==> src/inc/lcgis_pkg.sv <==
// Package for the logic cell gate input select block
package lcgis_pkg;
  localparam int          DATA_W      = 32;
  localparam int          ADDR_W      = 12;
  localparam int          SEL_W       = 8;
  localparam int          NUM_GATES   = 4;
  localparam int          NUM_DATA    = 4;
  localparam int          SRC_W       = 16;
  localparam int          DSEL_W      = 3;
  localparam int          CAND_PER    = 8;
  // Register byte addresses
  localparam logic [11:0] GATE1_SEL_ADDR = 12'h000;
  localparam logic [11:0] GATE2_SEL_ADDR = 12'h004;
  localparam logic [11:0] GATE3_SEL_ADDR = 12'h008;
  localparam logic [11:0] GATE4_SEL_ADDR = 12'h00c;
  localparam logic [11:0] DATA_SEL_ADDR  = 12'h010;
  localparam logic [11:0] GATE_OUT_ADDR  = 12'h014;
  // Base source index of each data selector
  localparam logic [3:0]  DATA1_BASE = 4'h0;
  localparam logic [3:0]  DATA2_BASE = 4'h4;
  localparam logic [3:0]  DATA3_BASE = 4'h8;
  localparam logic [3:0]  DATA4_BASE = 4'hc;
  // Field positions inside the data select register
  localparam int          DSEL1_LSB = 0;
  localparam int          DSEL2_LSB = 4;
  localparam int          DSEL3_LSB = 8;
  localparam int          DSEL4_LSB = 12;
endpackage

==> src/hw/lcgis_top.sv <==
// Gate input select stage of a logic cell with APB register access
// How it works
// - gate one, bit 7 is data four true
// - gate two same layout, high bit true
// - gate three bits one,zero take data one
// - gate four bits five,four take data three
// - set bit includes, clear bit excludes candidate
// - inverted candidate complements true; separate enables
// - select bits read/write, kept through resets
// - each data from 3-bit selector, eight sources
`timescale 1ns/100ps
module lcgis_top (
  input  wire logic                          clk_sys,
  input  wire logic                          rst_n,
  input  wire logic                          psel,
  input  wire logic                          penable,
  input  wire logic                          pwrite,
  input  wire logic [lcgis_pkg::ADDR_W-1:0]  paddr,
  input  wire logic [lcgis_pkg::DATA_W-1:0]  pwdata,
  input  wire logic [3:0]                    pstrb,
  output logic      [lcgis_pkg::DATA_W-1:0]  prdata,
  output logic                               pready,
  output logic                               pslverr,
  input  wire logic [lcgis_pkg::SRC_W-1:0]   cell_input_sources,
  output logic                               gate_one_out,
  output logic                               gate_two_out,
  output logic                               gate_three_out,
  output logic                               gate_four_out
);
  import lcgis_pkg::*;
  logic [SEL_W-1:0]    gsel_r   [NUM_GATES];
  logic [SEL_W-1:0]    gsel_nxt [NUM_GATES];
  logic [15:0]         dsel_r;
  logic [15:0]         dsel_nxt;
  logic [DATA_W-1:0]   prdata_r;
  logic [DATA_W-1:0]   prdata_nxt;
  logic                pslverr_r;
  logic                pslverr_nxt;
  logic [NUM_DATA-1:0] d_true;
  logic [NUM_DATA-1:0] d_inv;
  logic [NUM_GATES-1:0] g_out;
  logic                acc;
  logic                wr;
  logic                setup;
  logic [2:0]          ridx;

  // Map a byte address to a register index, 7 when unmapped
  function automatic logic [2:0] reg_index(input logic [ADDR_W-1:0] a);
    logic [2:0] r;
    r = 3'h7;
    if (a == GATE1_SEL_ADDR) begin
      r = 3'h0;
    end else if (a == GATE2_SEL_ADDR) begin
      r = 3'h1;
    end else if (a == GATE3_SEL_ADDR) begin
      r = 3'h2;
    end else if (a == GATE4_SEL_ADDR) begin
      r = 3'h3;
    end else if (a == DATA_SEL_ADDR) begin
      r = 3'h4;
    end else if (a == GATE_OUT_ADDR) begin
      r = 3'h5;
    end
    return r;
  endfunction

  // Setup and access phases, single-cycle answer
  assign setup  = psel & ~penable;
  assign acc    = psel & penable;
  assign wr     = acc & pwrite;
  assign pready = 1'b1;
  assign prdata = prdata_r;
  assign pslverr = pslverr_r;

  // Writes land in the access phase; read data and error are
  // latched in the setup phase so they stand while pready is high
  always_comb begin
    ridx        = reg_index(paddr);
    gsel_nxt    = gsel_r;
    dsel_nxt    = dsel_r;
    prdata_nxt  = prdata_r;
    pslverr_nxt = 1'b0;
    case (ridx)
      3'h0, 3'h1, 3'h2, 3'h3: begin
        if (wr && pstrb[0]) begin
          gsel_nxt[ridx[1:0]] = pwdata[SEL_W-1:0];
        end
        if (setup) begin
          prdata_nxt = {24'h0, gsel_r[ridx[1:0]]};
        end
      end
      3'h4: begin
        if (wr && pstrb[0]) begin
          dsel_nxt[7:0] = pwdata[7:0] & 8'h77;
        end
        if (wr && pstrb[1]) begin
          dsel_nxt[15:8] = pwdata[15:8] & 8'h77;
        end
        if (setup) begin
          prdata_nxt = {16'h0, dsel_r};
        end
      end
      3'h5: begin
        if (setup) begin
          pslverr_nxt = pwrite;
          prdata_nxt  = {28'h0, g_out};
        end
      end
      default: begin
        if (setup) begin
          pslverr_nxt = 1'b1;
          prdata_nxt  = 32'h0;
        end
      end
    endcase
  end

  // Select registers hold through rst_n; only bus state resets
  always_ff @(posedge clk_sys) begin
    gsel_r <= gsel_nxt;
    dsel_r <= dsel_nxt;
    if (!rst_n) begin
      prdata_r  <= 32'h0;
      pslverr_r <= 1'b0;
    end else begin
      prdata_r  <= prdata_nxt;
      pslverr_r <= pslverr_nxt;
    end
  end

  // Four data selectors, each from its own window of sources
  lcgis_data_mux u_d1 (.src(cell_input_sources),
    .sel(dsel_r[DSEL1_LSB +: DSEL_W]), .base(DATA1_BASE),
    .data_true(d_true[0]), .data_inv(d_inv[0]));
  lcgis_data_mux u_d2 (.src(cell_input_sources),
    .sel(dsel_r[DSEL2_LSB +: DSEL_W]), .base(DATA2_BASE),
    .data_true(d_true[1]), .data_inv(d_inv[1]));
  lcgis_data_mux u_d3 (.src(cell_input_sources),
    .sel(dsel_r[DSEL3_LSB +: DSEL_W]), .base(DATA3_BASE),
    .data_true(d_true[2]), .data_inv(d_inv[2]));
  lcgis_data_mux u_d4 (.src(cell_input_sources),
    .sel(dsel_r[DSEL4_LSB +: DSEL_W]), .base(DATA4_BASE),
    .data_true(d_true[3]), .data_inv(d_inv[3]));

  // Four gates sharing one candidate layout
  lcgis_gate u_g1 (.sel(gsel_r[0]), .d_true(d_true), .d_inv(d_inv),
    .gate_out(g_out[0]));
  lcgis_gate u_g2 (.sel(gsel_r[1]), .d_true(d_true), .d_inv(d_inv),
    .gate_out(g_out[1]));
  lcgis_gate u_g3 (.sel(gsel_r[2]), .d_true(d_true), .d_inv(d_inv),
    .gate_out(g_out[2]));
  lcgis_gate u_g4 (.sel(gsel_r[3]), .d_true(d_true), .d_inv(d_inv),
    .gate_out(g_out[3]));

  // Gate outputs to the following stages
  assign gate_one_out   = g_out[0];
  assign gate_two_out   = g_out[1];
  assign gate_three_out = g_out[2];
  assign gate_four_out  = g_out[3];
endmodule

==> src/hw/lcgis_data_mux.sv <==
// One data selector: three select bits pick one of eight sources
`timescale 1ns/100ps
module lcgis_data_mux (
  input  wire logic [lcgis_pkg::SRC_W-1:0]  src,
  input  wire logic [lcgis_pkg::DSEL_W-1:0] sel,
  input  wire logic [3:0]                   base,
  output logic                              data_true,
  output logic                              data_inv
);
  import lcgis_pkg::*;
  logic [3:0] idx;

  // Source index wraps around the sixteen inputs
  always_comb begin
    idx       = base + {1'b0, sel};
    data_true = src[idx];
    data_inv  = ~src[idx];
  end
endmodule

==> src/hw/lcgis_gate.sv <==
// One gate: OR of all enabled true and inverted data candidates
`timescale 1ns/100ps
module lcgis_gate (
  input  wire logic [lcgis_pkg::SEL_W-1:0]    sel,
  input  wire logic [lcgis_pkg::NUM_DATA-1:0] d_true,
  input  wire logic [lcgis_pkg::NUM_DATA-1:0] d_inv,
  output logic                                gate_out
);
  import lcgis_pkg::*;
  logic [SEL_W-1:0] cand;

  // Candidate vector in register order, data 4 true at the top
  always_comb begin
    for (int i = 0; i < NUM_DATA; i++) begin
      cand[2*i+1] = d_true[i];
      cand[2*i]   = d_inv[i];
    end
    gate_out = |(cand & sel);
  end
endmodule

==> config.mk <==
export PLATFORM = sky130hd
export DESIGN_NAME = lcgis_top
export DESIGN_NICKNAME = d
export VERILOG_FILES = /design/src/inc/lcgis_pkg.sv /design/src/hw/lcgis_top.sv /design/src/hw/lcgis_data_mux.sv /design/src/hw/lcgis_gate.sv
export SDC_FILE = /design/constraint.sdc
export NUM_CORES = 1
export LEC_CHECK = 0
export ABC_CLOCK_PERIOD_IN_PS = 3220
export BUFFER_PORTS_ARGS = -buffer_cell sky130_fd_sc_hd__clkbuf_2
export CAP_MARGIN = 20
export CORE_MARGIN = 1.5
export CORE_UTILIZATION = 50
export CTS_BUF_LIST = sky130_fd_sc_hd__clkbuf_4
export CTS_CLUSTER_SIZE = 24
export DETAILED_ROUTE_END_ITERATION = 10
export MAX_ROUTING_LAYER = met4
export PLACE_DENSITY = 0.78
export REMOVE_ABC_BUFFERS = 1
export SYNTH_ARGS = -nofsm -noshare
export SYNTH_HDL_FRONTEND = slang
export SYNTH_HIERARCHICAL = 1
export SYNTH_SLANG_ARGS = --single-unit
==> constraint.sdc <==
create_clock -name clk_sys -period 3.22 [get_ports clk_sys]
set_input_delay 0.161 -clock clk_sys [delete_from_list [all_inputs] [get_ports clk_sys]]
set_output_delay 0.161 -clock clk_sys [all_outputs]
set_load 0.05 [all_outputs]
==> results.yml <==
floorplanning:
  fp.dieW_um: 88.1
  initial_core_util_pct: 52.5
  io_pins: 107
  die_h_um: 88.1
  rows: 30
  die_area_um2: 7770
  core_area_um2: 6910
yosys:
  synth_flop_cell: "edfxtp_1"
  synth-seq-cells: 59
  async_reset_ff_share_pct: 0
  synth_area_per_cell_um2: 13.2
  ys_seq_area_share_pct: 44.8
  ys_warn_count: 6
  synth_cell_types: 46
  synth_edf_count: 44
  syn_inst: 274
  syn-cell-area_um2: 3620
clocking:
  clock_sinks: 59
  clock_latency_ns: 0.40
  htreeDepth: 3
  cts.path.max_buffers: 2
  cts_root_buf: "clkbuf_4"
  cts_made_buffers: 9
  cts_tree: "done"
  path_clk_slew_ns: 0.11
timing:
  clock_skew_ns: 0.0101
  timing.final.crit_share_pct: 97.1
  rsz0062_at_grt: "true"
  drv_slew: 0
  post-route-min-period_ns: 3.13
  fmax_mhz: 320
  setup_viol: 0
  slew_headroom_pct: 55.4
  tightest_slew_ns: 0.668
  finalSetupTns_ns: 0
  final-hold-violation-count: 0
drt:
  route.met3.wl_um: 613
  wl_per_cell_um: 18.8
  wl_met1_mm: 3.67
  wl_mm: 9.17
  ant_nets: 0
  initialDrtViolationCount: 187
  dr_wl_met2_mm: 4.71
  vias: 2821
  drc: 0
  topRoutingLayerUsed: "met4"
  first_pass_iters: 5
  viasPerCell: 5.78
outcome:
  status: "completed"
layout:
  fin_nets: 472
  postLayoutCoreUtil_pct: 64.7
  regArea_um2: 1620
  multi_input_area_um2: 1980
  area_growth_pct: 23.3
  fill_cells: 557
  layout-drive-gt1-share_pct: 30.6
  diodes: 0
pwr:
  swShare_pct: 29.4
  power_leakage_nw: 1.79
  pwr-share-comb_pct: 21.4
  power_switching_w: 0.000536
  ir_worst_vdd_v: 0.000370
  pwr-share-seq_pct: 44.7
  powerDensity_nw_per_um2: 408
  p_clk_share_pct: 34.0
  p_int_w: 0.00129
global_routing:
  grt_overflow_total: 0
  grt_pass1_wl_mm: 13.9
  grt_pass1_vias: 2812
  grt_max_degree: 19
  antenna_found_initial: 0
  grt_usage_pct: 25.4
worst_setup_path:
  crit_arrival_ns: 2.97
  worst-endpoint-required_ns: 3.06
  crit_path_end_kind: "output port"
  critPathMaxFanout: 4
  worst-setup-path-type: "reg -> out"
  startpoint_type: "register"
run:
  max-cap-violations: 0
min_path:
  min_path_type: "in -> reg"
place:
  gp_congestion: 0.905
  hpwl_mm: 6.93
  numPortBuffers: 67
flip-flops by register name, indices dropped and copies added, names as in the netlist:
| name | cells |
|---|---|
| gsel_r | 32 |
| prdata | 14 |
| pslverr | 1 |
| dsel_r | 12 |
worst max-delay path: stages (launching register included):
cell	delay (ns)
edfxtp_1	0.43
ha_2	0.35
mux4_1	0.47
mux2_2	0.29
mux2_2	0.34
a22oi_2	0.26
nand4_1	0.21
buf_6	0.22
layout by cell type (no fill, tap or decap), types with 5 or more instances in the layout:
cell	instances
a21oi_1	13
a22oi_1	15
buf_4	11
clkbuf_2	63
clkbuf_4	9
conb_1	39
dfxtp_1	15
dlygate4sd3_1	14
edfxtp_1	44
ha_1	8
mux2_2	15
mux2i_1	12
mux4_1	16
nand2_1	15
nand3_1	7
nand4_1	5
nor2b_1	6
o2bb2ai_1	5
layout make-up:
class | count | area share [%]
timing repair buffer | 90 | 12.5
clock buffer | 9 | 1.51
sequential | 59 | 36.3
tap | 96 | 2.69
multi-input combinational | 223 | 44.4
inverter | 4 | 0.336
clock inverter | 7 | 2.24
layer usage:
metal / GRT usage [%] / up-vias
met2: 42.9 / 125
met3: 4.62 / 17
met4: 11.2 / 0
met5: - / -
met1: 29.4 / 1366
li1: - / 1313
synthesized netlist by cell type (all sizes together), types with 5 or more instances:
cell     count  area, um2
dfxtp       15        300
nand2       15       56.3
ha          12        150
mux2        15        169
edfxtp      44       1320
mux4        16        420
buf         21        151
o2bb2ai      5       43.8
a21oi       13       65.1
a22oi       16        120
nand3        7       35.0
mux2i       12        120
nor2b        6       37.5
nor4         5       46.3
nand4        5       31.3
logic make-up (layout without fill, tap and decap cells):
| family | count (synthesis) | count (layout) | synth area share, % |
|---|---|---|---|
| adder cells (fa/ha/maj) | 16 | 16 | 6.35 |
| buffers and inverters | 29 | 110 | 5.01 |
| XOR/XNOR | 8 | 8 | 1.93 |
| AND/OR/NAND/NOR | 55 | 55 | 8.94 |
| other | 2 | 39 | 0.207 |
| AO/OA/AOI/OAI | 62 | 62 | 13.2 |
| multiplexers | 43 | 43 | 19.6 |
| flip-flops | 59 | 59 | 44.8 |
worst paths after layout:
kind,from,cells after the start,end,slack [ns]
worst min register to register,prdata[10],2,prdata[10],0.47
worst max-delay path,dsel_r[4],7,gate_two_out,0.09
worst min-delay path,rst_n,2,prdata[3],0.03
worst max register to register,dsel_r[4],9,prdata[1],0.14
stage by stage:
| stage | hold slack (ns) | power, W | cells | setup WS, ns | instance area [um2] |
|---|---|---|---|---|---|
| finish | 0.0260 | 0.00182 | 488 | 0.0919 | 4470 |
| global route | 0.0288 | 0.00189 | 488 | -0.0200 | 4470 |
| CTS | 0.00802 | 0.00181 | 484 | 0.000737 | 4400 |
| detailed placement | 0.343 | 0.00119 | 455 | 0.170 | 4100 |
| global placement | 0.342 | 0.00118 | 455 | 0.225 | 4100 |
| floorplan | 0.260 | 0.00108 | 286 | -0.115 | 3600 |
power by group through the flow:
stage	clock network, W	registers [W]	logic [W]
4_1_cts	0.000628	0.000815	0.000371
5_1_grt	0.000663	0.000815	0.000412
6_report	0.000620	0.000815	0.000390
2_1_floorplan	0	0.000834	0.000243
3_5_place_dp	0	0.000832	0.000354
3_3_place_gp	0	0.000832	0.000344
timing repair:
| item | CTS | global route |
|---|---|---|
| endpoints found under the setup margin | 2 | 5 |
| resized for setup | 2 | 19 |
| gates cloned | 0 | 0 |
| hold buffers | 13 | 1 |
| hold endpoints to repair | 39 | 5 |
| pin swaps | 0 | 3 |
| setup buffers | 0 | 3 |
Power figures use the tool's default switching activity.
